[src/hw/ccms_pkg.sv]
// Shared constants and types for the CPU clock mode select block
package ccms_pkg;
	// Register byte offsets
	localparam logic [7:0] ofs_config_latch = 8'h00;
	localparam logic [7:0] ofs_reset_control = 8'h04;
	localparam logic [7:0] ofs_reload_cmd = 8'h08;
	localparam logic [7:0] ofs_status = 8'h0c;
	// Field positions
	localparam int mode_msb = 7;
	localparam int mode_lsb = 5;
	localparam int reset_control_reg_upper_lsb = 8;
	localparam int reload_bit = 0;
	localparam int status_lock_bit = 3;
	localparam int status_len_lsb = 4;
	// Reset values
	localparam logic [7:0] config_latch_reset = 8'hff;
	localparam logic [15:0] reset_control_reset = 16'hff00;
	localparam logic [11:0] half_len_reset = 12'h005;
	// Mode field codes
	localparam logic [2:0] mode_pll_x4 = 3'h7;
	localparam logic [2:0] mode_pll_x3 = 3'h6;
	localparam logic [2:0] mode_pll_x2 = 3'h5;
	localparam logic [2:0] mode_pll_x5 = 3'h4;
	localparam logic [2:0] mode_direct = 3'h3;
	localparam logic [2:0] mode_pll_x1p5 = 3'h2;
	localparam logic [2:0] mode_prescale = 3'h1;
	localparam logic [2:0] mode_pll_x2p5 = 3'h0;
	// Timing: clock rate and smallest half period the PLL path may shrink to
	localparam int hclk_mhz = 100;
	localparam int min_half_ns = 10;
	localparam logic [11:0] min_half_cycles = 12'((min_half_ns * hclk_mhz + 999) / 1000);
	typedef enum logic [1:0] {
		ccms_path_pll,
		ccms_path_direct,
		ccms_path_prescale
	} ccms_path_t;
endpackage : ccms_pkg

[src/hw/ccms_top.sv]
// CPU clock generator with mode latch, prescaler, direct drive and digital PLL
// Contract
// - Both CPU clock edges matter; spacing between edges is the half period.
// - Clock path is chosen by mode field, bits 7 to 5 of config latch.
// - Long hardware reset captures upper port-0 byte into the config latch.
// - Software may reload config latch from upper byte of reset control register.
// - Codes: 111 x4, 110 x3, 101 x2, 100 x5, 010 x1.5, 000 x2.5, 011 direct, 001 prescale.
// - Code 001 gives CPU clock at half oscillator frequency through prescaler.
// - Prescaler high and low times each equal one oscillator period.
// - PLL codes enable the PLL; CPU clock is oscillator times the factor.
// - PLL resyncs every factor-count input transitions for integer factors, every two for x1.5 and x2.5, adjusting frequency gradually.
// - Code 011 disables PLL and drives CPU clock straight from oscillator.
// - Direct drive half periods follow input duty; two always span one period.
// - Emulation mode inverts the sampled top configuration pin, mode bit 7.
`timescale 1ns/1ns
`default_nettype none
module ccms_top (
	input wire logic hclk,
	input wire logic hresetn,
	input wire logic clk_en,
	input wire logic osc_in,
	input wire logic [7:0] port0_upper_byte,
	input wire logic long_hw_reset,
	input wire logic emulation_mode,
	input wire logic hsel,
	input wire logic [31:0] haddr,
	input wire logic [1:0] htrans,
	input wire logic hwrite,
	input wire logic [2:0] hsize,
	input wire logic [31:0] hwdata,
	input wire logic hready,
	output logic [31:0] hrdata,
	output logic hreadyout,
	output logic hresp,
	output logic cpu_clk,
	output logic pll_enable
);
	// Path chosen by a mode code
	function automatic ccms_pkg::ccms_path_t path_of(input logic [2:0] code);
		unique case (code)
			ccms_pkg::mode_direct: path_of = ccms_pkg::ccms_path_direct;
			ccms_pkg::mode_prescale: path_of = ccms_pkg::ccms_path_prescale;
			default: path_of = ccms_pkg::ccms_path_pll;
		endcase
	endfunction : path_of

	// CPU half periods per resync window: factor times window transitions
	function automatic logic [7:0] halves_of(input logic [2:0] code);
		unique case (code)
			ccms_pkg::mode_pll_x4: halves_of = 8'd16;
			ccms_pkg::mode_pll_x3: halves_of = 8'd9;
			ccms_pkg::mode_pll_x2: halves_of = 8'd4;
			ccms_pkg::mode_pll_x5: halves_of = 8'd25;
			ccms_pkg::mode_pll_x1p5: halves_of = 8'd3;
			ccms_pkg::mode_pll_x2p5: halves_of = 8'd5;
			default: halves_of = 8'd2;
		endcase
	endfunction : halves_of

	// Oscillator transitions per resync window
	function automatic logic [3:0] window_of(input logic [2:0] code);
		unique case (code)
			ccms_pkg::mode_pll_x4: window_of = 4'd4;
			ccms_pkg::mode_pll_x3: window_of = 4'd3;
			ccms_pkg::mode_pll_x2: window_of = 4'd2;
			ccms_pkg::mode_pll_x5: window_of = 4'd5;
			default: window_of = 4'd2;
		endcase
	endfunction : window_of

	// Write strobe for one register offset, shared by every writable register
	function automatic logic wr_hit(input logic wr, input logic [7:0] addr,
		input logic [7:0] ofs);
		wr_hit = wr && (addr == ofs);
	endfunction : wr_hit

	// Register state
	logic [7:0] reset_config_latch;
	logic [15:0] reset_control_reg;
	logic [2:0] clock_mode_field;
	logic [2:0] mode_q;
	ccms_pkg::ccms_path_t path;
	// Clock generation state
	logic osc_q;
	logic osc_rise;
	logic osc_edge;
	logic [3:0] trans_cnt;
	logic [15:0] span_cnt;
	logic [11:0] half_len;
	logic [11:0] half_cnt;
	logic [15:0] span_now;
	logic [15:0] span_goal;
	logic [3:0] win_trans;
	logic win_end;
	logic pll_locked;
	logic mode_changed;
	logic pll_hold;
	logic half_due;
	// Bus state
	logic bus_take;
	logic dp_write;
	logic [7:0] dp_addr;
	logic rd_pend;
	logic [7:0] rd_addr;
	logic addr_ok;
	logic sw_reload;
	logic [31:0] next_rdata;

	assign clock_mode_field = reset_config_latch[ccms_pkg::mode_msb:ccms_pkg::mode_lsb];
	assign path = path_of(clock_mode_field);
	assign osc_rise = osc_in & ~osc_q;
	assign osc_edge = osc_in ^ osc_q;
	assign win_trans = window_of(clock_mode_field);
	assign win_end = osc_edge && (trans_cnt == win_trans - 4'd1);
	assign span_now = span_cnt + 16'd1;
	// Window length in hclk cycles that the current half length would give
	assign span_goal = 16'(half_len) * 16'(halves_of(clock_mode_field));
	assign mode_changed = (mode_q != clock_mode_field);
	// PLL window restarts whenever the mode moves or the path leaves the PLL
	assign pll_hold = mode_changed || (path != ccms_pkg::ccms_path_pll);
	assign addr_ok = (haddr[1:0] == 2'b00);
	assign bus_take = hsel && htrans[1] && hready && (hsize == 3'b010) && addr_ok;
	assign sw_reload = wr_hit(dp_write, dp_addr, ccms_pkg::ofs_reload_cmd)
		&& hwdata[ccms_pkg::reload_bit];

	// Config latch: hardware capture wins over a software reload in the same cycle
	always_ff @(posedge hclk or negedge hresetn) begin
		if (!hresetn) begin
			reset_config_latch <= ccms_pkg::config_latch_reset;
		end else if (clk_en) begin
			if (long_hw_reset) begin
				reset_config_latch <= {port0_upper_byte[7] ^ emulation_mode,
					port0_upper_byte[6:0]};
			end else if (sw_reload) begin
				reset_config_latch <= reset_control_reg[15:ccms_pkg::reset_control_reg_upper_lsb];
			end
		end
	end

	// Software-written reset control register
	always_ff @(posedge hclk or negedge hresetn) begin
		if (!hresetn) begin
			reset_control_reg <= ccms_pkg::reset_control_reset;
		end else if (clk_en) begin
			if (wr_hit(dp_write, dp_addr, ccms_pkg::ofs_reset_control)) begin
				reset_control_reg <= hwdata[15:0];
			end
		end
	end

	// Oscillator sampled once per hclk; it must run slower than hclk/2
	always_ff @(posedge hclk or negedge hresetn) begin
		if (!hresetn) begin
			osc_q <= 1'b0;
		end else if (clk_en) begin
			osc_q <= osc_in;
		end
	end

	// Mode of the previous cycle, so a change can restart the PLL window
	always_ff @(posedge hclk or negedge hresetn) begin
		if (!hresetn) begin
			mode_q <= ccms_pkg::config_latch_reset[ccms_pkg::mode_msb:ccms_pkg::mode_lsb];
		end else if (clk_en) begin
			mode_q <= clock_mode_field;
		end
	end

	// PLL enable follows the path, registered for a clean output
	always_ff @(posedge hclk or negedge hresetn) begin
		if (!hresetn) begin
			pll_enable <= 1'b1;
		end else if (clk_en) begin
			pll_enable <= (path == ccms_pkg::ccms_path_pll);
		end
	end

	// Oscillator transitions inside the current resync window
	always_ff @(posedge hclk or negedge hresetn) begin
		if (!hresetn) begin
			trans_cnt <= 4'd0;
		end else if (clk_en) begin
			if (pll_hold || win_end) begin
				trans_cnt <= 4'd0;
			end else if (osc_edge) begin
				trans_cnt <= trans_cnt + 4'd1;
			end
		end
	end

	// hclk cycles inside the window, saturating if the oscillator stalls
	always_ff @(posedge hclk or negedge hresetn) begin
		if (!hresetn) begin
			span_cnt <= 16'd0;
		end else if (clk_en) begin
			if (pll_hold || win_end) begin
				span_cnt <= 16'd0;
			end else if (span_cnt != 16'hffff) begin
				span_cnt <= span_cnt + 16'd1;
			end
		end
	end

	// One step per window so the frequency never jumps
	always_ff @(posedge hclk or negedge hresetn) begin
		if (!hresetn) begin
			half_len <= ccms_pkg::half_len_reset;
		end else if (clk_en && !pll_hold && win_end) begin
			if (span_now > span_goal) begin
				half_len <= half_len + 12'd1;
			end else if (span_now < span_goal && half_len > ccms_pkg::min_half_cycles) begin
				half_len <= half_len - 12'd1;
			end
		end
	end

	// Lock means the last whole window matched the target span exactly
	always_ff @(posedge hclk or negedge hresetn) begin
		if (!hresetn) begin
			pll_locked <= 1'b0;
		end else if (clk_en) begin
			if (pll_hold) begin
				pll_locked <= 1'b0;
			end else if (win_end) begin
				pll_locked <= (span_now == span_goal);
			end
		end
	end

	// Current PLL half period has run its full length
	assign half_due = (half_cnt >= half_len - 12'd1);

	// CPU clock: every toggle is one half period edge
	always_ff @(posedge hclk or negedge hresetn) begin
		if (!hresetn) begin
			cpu_clk <= 1'b0;
		end else if (clk_en) begin
			unique case (path)
				ccms_pkg::ccms_path_direct: begin
					cpu_clk <= osc_in;
				end
				ccms_pkg::ccms_path_prescale: begin
					// Toggling on rising edges only makes duty independent of the input
					if (osc_rise) begin
						cpu_clk <= ~cpu_clk;
					end
				end
				ccms_pkg::ccms_path_pll: begin
					// A resync edge that is due still toggles, so locked halves stay even
					if (half_due) begin
						cpu_clk <= ~cpu_clk;
					end
				end
			endcase
		end
	end

	// PLL half period counter, restarted at each window end to stay locked
	always_ff @(posedge hclk or negedge hresetn) begin
		if (!hresetn) begin
			half_cnt <= 12'd0;
		end else if (clk_en) begin
			if (path != ccms_pkg::ccms_path_pll || win_end || half_due) begin
				half_cnt <= 12'd0;
			end else begin
				half_cnt <= half_cnt + 12'd1;
			end
		end
	end

	// Write data phase target, committed on the edge that ends the phase
	always_ff @(posedge hclk or negedge hresetn) begin
		if (!hresetn) begin
			dp_write <= 1'b0;
			dp_addr <= 8'h00;
		end else if (clk_en) begin
			dp_write <= bus_take && hwrite;
			if (bus_take) begin
				dp_addr <= haddr[7:0];
			end
		end
	end

	// Reads take one wait state so the mux sees settled register values
	always_ff @(posedge hclk or negedge hresetn) begin
		if (!hresetn) begin
			rd_pend <= 1'b0;
			rd_addr <= 8'h00;
		end else if (clk_en) begin
			rd_pend <= bus_take && !hwrite;
			if (bus_take && !hwrite) begin
				rd_addr <= haddr[7:0];
			end
		end
	end

	// Ready drops for exactly the read wait state
	always_ff @(posedge hclk or negedge hresetn) begin
		if (!hresetn) begin
			hreadyout <= 1'b1;
		end else if (clk_en) begin
			hreadyout <= !(bus_take && !hwrite);
		end
	end

	// Every access completes OKAY, refused ones included
	always_ff @(posedge hclk or negedge hresetn) begin
		if (!hresetn) begin
			hresp <= 1'b0;
		end else if (clk_en) begin
			hresp <= 1'b0;
		end
	end

	// Read mux; unmapped offsets read as zero
	always_comb begin
		next_rdata = 32'h0000_0000;
		unique case (rd_addr)
			ccms_pkg::ofs_config_latch: next_rdata[7:0] = reset_config_latch;
			ccms_pkg::ofs_reset_control: next_rdata[15:0] = reset_control_reg;
			ccms_pkg::ofs_status: begin
				next_rdata[1:0] = path;
				next_rdata[2] = pll_enable;
				next_rdata[ccms_pkg::status_lock_bit] = pll_locked;
				next_rdata[ccms_pkg::status_len_lsb +: 12] = half_len;
			end
			default: next_rdata = 32'h0000_0000;
		endcase
	end

	// Read data holds until the next read completes
	always_ff @(posedge hclk or negedge hresetn) begin
		if (!hresetn) begin
			hrdata <= 32'h0000_0000;
		end else if (clk_en && rd_pend) begin
			hrdata <= next_rdata;
		end
	end
endmodule : ccms_top
`default_nettype wire

[config.mk]
export PLATFORM = sky130hd
export DESIGN_NAME = ccms_top
export DESIGN_NICKNAME = d
export VERILOG_FILES = /design/src/hw/ccms_pkg.sv /design/src/hw/ccms_top.sv
export SDC_FILE = /design/constraint.sdc
export NUM_CORES = 1
export LEC_CHECK = 0
export BUFFER_PORTS_ARGS = -buffer_cell sky130_fd_sc_hd__clkbuf_2
export CELL_PAD_IN_SITES_DETAIL_PLACEMENT = 1
export CELL_PAD_IN_SITES_GLOBAL_PLACEMENT = 2
export CORE_ASPECT_RATIO = 0.9
export CORE_UTILIZATION = 33
export CTS_BUF_LIST = sky130_fd_sc_hd__clkbuf_4 sky130_fd_sc_hd__clkbuf_8 sky130_fd_sc_hd__clkbuf_16
export CTS_CLUSTER_DIAMETER = 40
export DETAILED_ROUTE_END_ITERATION = 7
export PLACE_DENSITY_LB_ADDON = 0.1
export REMOVE_ABC_BUFFERS = 1
export SETUP_SLACK_MARGIN = 0.5
export SLEW_MARGIN = 20
export SYNTH_ARGS = -nofsm -noshare
export SYNTH_HDL_FRONTEND = slang
export SYNTH_SLANG_ARGS = --single-unit
[constraint.sdc]
create_clock -name hclk -period 6.1 [get_ports hclk]
set_input_delay 0 -clock hclk [delete_from_list [all_inputs] [get_ports hclk]]
set_output_delay 0 -clock hclk [all_outputs]
set_load 0.02 [all_outputs]
Word-level counts from Yosys, hierarchy flattened
Cells that the tools add are included.
{"block": "word_totals", "regBits": 110, "wordCells": 112}
{"block": "op_classes", "reduce_logical": 40, "order_cmp": 4, "n_mul": 1, "bitwise_logic": 5, "n_eq_ne": 20, "add_sub_neg": 6, "mux": 19}
{"cell": "12-bit 2-to-1 mux", "n": 3}
{"cell": "16-bit 2-to-1 mux", "n": 2}
{"cell": "5-bit case mux with 6 select lines", "n": 1}
{"cell": "12-bit by 1-bit adder with 12-bit output (second input constant)", "n": 2}
{"cell": "8-bit case mux with 3 select lines", "n": 1}
{"cell": "16-bit by 1-bit adder with 16-bit output (second input constant)", "n": 1}
{"cell": "16-bit equality test", "n": 1}
{"cell": "8-bit by 3-bit equality test with 1-bit output (second input constant)", "n": 2}
{"cell": "8-bit by 4-bit equality test with 1-bit output (second input constant)", "n": 2}
{"cell": "16-bit greater-than comparator", "n": 1}
{"cell": "16-bit less-than comparator", "n": 1}
{"cell": "12-bit by 8-bit multiplier with 16-bit output", "n": 1}
{"cell": "8-bit 2-to-1 mux", "n": 2}
{"cell": "16-bit inequality test (second input constant)", "n": 1}
{"cell": "8-bit case mux with 2 select lines", "n": 1}
{"cell": "2-bit AND reduction", "n": 8}
{"cell": "1-bit logical AND", "n": 14}
{"cell": "3-bit equality test (second input constant)", "n": 4}
{"cell": "12-bit >= comparator", "n": 1}
{"cell": "12-bit by 1-bit greater-than comparator with 1-bit output (second input constant)", "n": 1}
{"cell": "2-bit nonzero test", "n": 6}
{"cell": "12-bit by 1-bit subtractor with 12-bit output (second input constant)", "n": 1}
{"cell": "3-bit by 2-bit equality test with 1-bit output (second input constant)", "n": 3}
{"cell": "3-bit case mux with 3 select lines", "n": 1}
{"cell": "other kinds (21)", "n": 34}

Depth between registers and ports, before layout
{"block": "depth", "word_depth": 8, "mapped_depth": 28}

Worst setup path before layout
No wires, ideal clock.
{"block": "synth_path", "kind": "register to register", "start": "register reset_config_latch[7]", "end": "register half_len[6]", "required_ns": 5.979, "setup_time_ns": 0.121, "path_buffers": 2, "arrival_ns": 6.029, "path_stages_with_launch": 26, "slack_ns": -0.050, "period_less_slack_ns": 6.150, "cell_sequence": "dfstp_2 -> buf_2 -> nor2b_1 -> nor3_1 -> and2_1 -> fa_1 -> fa_1 -> inv_1 -> fa_1 -> inv_1 -> ha_1 -> nand2_1 -> o211ai_1 -> or3_1 -> a311oi_1 -> a21oi_1 -> xnor2_1 -> ha_1 -> nand4_1 -> nor2_1 -> o311ai_2 -> and2_1 -> buf_6 -> o211a_4 -> o31a_1 -> o22a_1"}
{"block": "synth_via", "elab_chain_cells": 8}
{"item": "from (decl)", "line": "ccms_top.sv:78", "rtl": "logic [7:0] reset_config_latch;"}
{"item": "from (signal assigned)", "line": "ccms_top.sv:129", "rtl": "reset_config_latch <= ccms_pkg::config_latch_reset;"}
{"item": "from (signal assigned)", "line": "ccms_top.sv:132", "rtl": "reset_config_latch <= {port0_upper_byte[7] ^ emulation_mode,"}
{"item": "from (signal assigned)", "line": "ccms_top.sv:135", "rtl": "reset_config_latch <= reset_control_reg[15:ccms_pkg::reset_control_reg_upper_lsb];"}
{"item": "parallel branches: the longest is 8 deep, another holds 12-bit by 8-bit multiplier with 16-bit output"}
{"item": "to (signal assigned)", "line": "ccms_top.sv:207", "rtl": "half_len <= ccms_pkg::half_len_reset;"}
{"item": "to (signal assigned)", "line": "ccms_top.sv:210", "rtl": "half_len <= half_len + 12'd1;"}
{"item": "to (signal assigned)", "line": "ccms_top.sv:212", "rtl": "half_len <= half_len - 12'd1;"}
{"item": "to (decl)", "line": "ccms_top.sv:89", "rtl": "logic [11:0] half_len;"}
Parallel ways; which one is timed is not known.
A chain may end at the register's enable or synchronous reset.

Final worst setup path
{"block": "layout_path", "start": "register reset_config_latch[5]", "end": "register half_len[6]"}
The elaborated chain is that of the path after synthesis.

==> metrics.txt <==
Ant. Diodes 0; vias 6,956; most area-consuming cells after synthesis dfrtp_1 (26%), ha_1 (8.9%), dfstp_2 (7.2%); PwrDens ~240 nW/um^2; share of cells above drive strength 1 approximately 29%; TritonCTS clock tree done; HPWL Detailed ~19,000 um; Max Cap Viol 0; pin count of the biggest net entering global routing 70; Max IR drop VDD approximately 130 uV; htree depth 3; Data arrival, critical path between 6 and 7 ns; global-route wire length before repair ~40,000 um; critical path required time 6.35 ns; RD Place Congestion roughly 0.84; unrepaired setup endpoints after global routing true; period utilisation layout between 90% and 100%; Power Total around 2.6 mW; Highest Clock Rate 166 MHz; Final min period between 6 and 7 ns; final net count around 1,200; Max stage delay cell, worst path dfstp_2; CP Capture Type register; Initial DRC Count slightly above 300; Post-Synthesis Cells around 900; post-route insts no fill between 1,000 and 1,500; status completed; GRT overflow 0; clk_lat worst skew roughly 0.37 ns; vias in the first global route around 7,300; Setup-failing EPs final 0; Buffers on Ports 63; most frequent cells after synthesis dfrtp_1 (87), nand2_1 (66), inv_1 (65); Clock Path Buffers 2; Synth top area share about 26%; Die Wd between 150 and 200 um; Startpoint Class register; Num CTS Buffers 9; Reg clk slew, reported paths 0.09 ns; initial antenna violation count 0; routed wire length around 25,000 um; Main synth FF type dfrtp_1; Final Hold Viols 0; clk_skew 0.0133 ns; top-count cell post-synth dfrtp_1; ys async rst share 100%; DP Cell Count around 1,300; number of synthesis warnings 0; die area 26,100 sq um; Hold Path Class in -> async; Rows 55; drt pass-1 iters 4; Synth Register Bits 110; routed vias/inst approximately 5; Post-Syn Area between 8000 and 9000 sq um; Post-synth EDFFs 0; sequential-to-total area share from yosys stat 33.1%; routed len/inst between 15 and 20 um; synth unique cells about 70; Max stage delay on crit path 0.62 ns; Slew Limit Fails 0; Core ar. 25,000 sq um; top cell type by total area after synthesis dfrtp_1; Max FO, Critical Path 8; Tightest Pin Transition ~1.0 ns; worst rel slew slack a little under a third; CTS Root Buffer Type clkbuf_16; syn avg cell area roughly 9.5 sq um; die height 153 um; initial core utilization 33.5%; post-route ant nets 0; Residual DRC 0; Syn-to-layout area delta 25.0%; Worst Setup Path Type reg -> reg; GRT Total Usage approximately 20%; I/O pin cnt roughly 120; CTS Sinks 110; Leak 5.01 nW
-- power breakdown --
part / internal, mW / switching, mW
sequential: 0.777 / 0.0510
clock: 0.297 / 0.335
combinational: 0.480 / 0.616
-- stage by stage --
stage / setup TNS (ns) / setup WS (ns) / util [%] / cell area (sq um) / hold WS, ns
finish: 0 / 0.0811 / 41.9 / 10500 / 0.157
global route: -0.647 / -0.130 / 41.9 / 10500 / 0.210
floorplan: -3.88 / -0.410 / - / 8140 / -0.296
CTS: 0 / 0.0899 / 41.0 / 10300 / 0.192
detailed placement: -3.78 / -0.413 / 37.3 / 9340 / 0.0283
global placement: -2.19 / -0.275 / 37.3 / 9340 / 0.00907
-- cell usage in the layout (no fill, tap or decap), drive strengths merged, types with 3 or more instances in the layout --
cell type	netlist	final
nand2b	19	19
xor2	25	25
a21o	7	7
o22a	3	3
a21oi	46	46
clkbuf	26	71
nor3	13	13
or3	3	3
nand3	34	34
dfrtp	87	87
nand2	67	67
and3	27	27
nor2	51	51
dfstp	23	23
o31ai	11	11
a41oi	3	3
ha	60	60
a31oi	13	13
xnor2	32	32
mux2	40	40
buf	32	83
a22oi	8	8
a22o	8	8
nand4	10	10
fa	29	29
mux2i	16	16
clkinv	1	6
and2	28	28
dlygate4sd3	0	32
o211ai	4	4
conb	1	17
and4	3	3
nor4	9	9
o21ai	41	41
o41ai	4	4
nor2b	14	14
inv	65	67
-- metal layers --
metal / up-vias / track usage (%) / share of wire, %
met3: 23 / 2.87 / 2.9
met5: - / 0 / 0
li1: 3336 / - / -
met4: 0 / 4.50 / 1.3
met1: 3501 / 29.1 / 50
met2: 96 / 31.0 / 46
-- area by class of cell --
cell class	instances	area [sq um]
clock inverter	7	91.3
clock buffer	9	225
tap	342	428
multi-input combinational	668	5420
inverter	66	248
sequential	110	2780
fill	2908	14600
timing repair buffer	177	1300
-- worst max-delay path: cells and delay by family, from the launching register on --
family          cells  cell delay [ns]
compound gates      7             0.92
xor+xnor            1             0.26
fa+ha+maj           5             1.83
buf+inv             7             0.87
flops               1             0.62
simple gates        8             1.39
-- logic make-up after synthesis --
logic type	Yosys count	share of synthesized area [%]
multiplexers	56	7.27
AND/OR/NAND/NOR	286	18.1
AO/OA/AOI/OAI	163	12.9
adder cells (fa/ha/maj)	89	15.9
other	1	0.0447
buffers and inverters	124	6.71
XOR/XNOR	57	6.03
flip-flops	110	33.1
-- worst paths after layout --
kind                                                    from                 endpoint  slack (ns)  depth (start not counted)
setup / recovery           reset_config_latch[5]$_DFFE_PN1P_  half_len[6]$_DFFE_PN0P_        0.08                         28
hold / removal                                       hresetn   hrdata[13]$_DFFE_PN0P_        0.16                          2
setup reg to reg           reset_config_latch[5]$_DFFE_PN1P_  half_len[6]$_DFFE_PN0P_        0.08                         28
hold reg to reg                        hrdata[0]$_DFFE_PN0P_    hrdata[0]$_DFFE_PN0P_        0.49                          2
max in group asynchronous                            hresetn  half_len[6]$_DFFE_PN0P_        4.57                          3
min in group hclk                                  htrans[1]     dp_write$_DFFE_PN0P_        0.20                          3
-- timing repair --
action                                  in CTS  in global routing
pin swaps                                   39                 34
buffers inserted                            15                  8
gates cloned                                 0                  0
endpoints found under the setup margin      13                 13
resized for setup                           44                 33
hold buffers                                32                  0
endpoints found under the hold margin       78                  0
(Power assumes the default switching activity.)
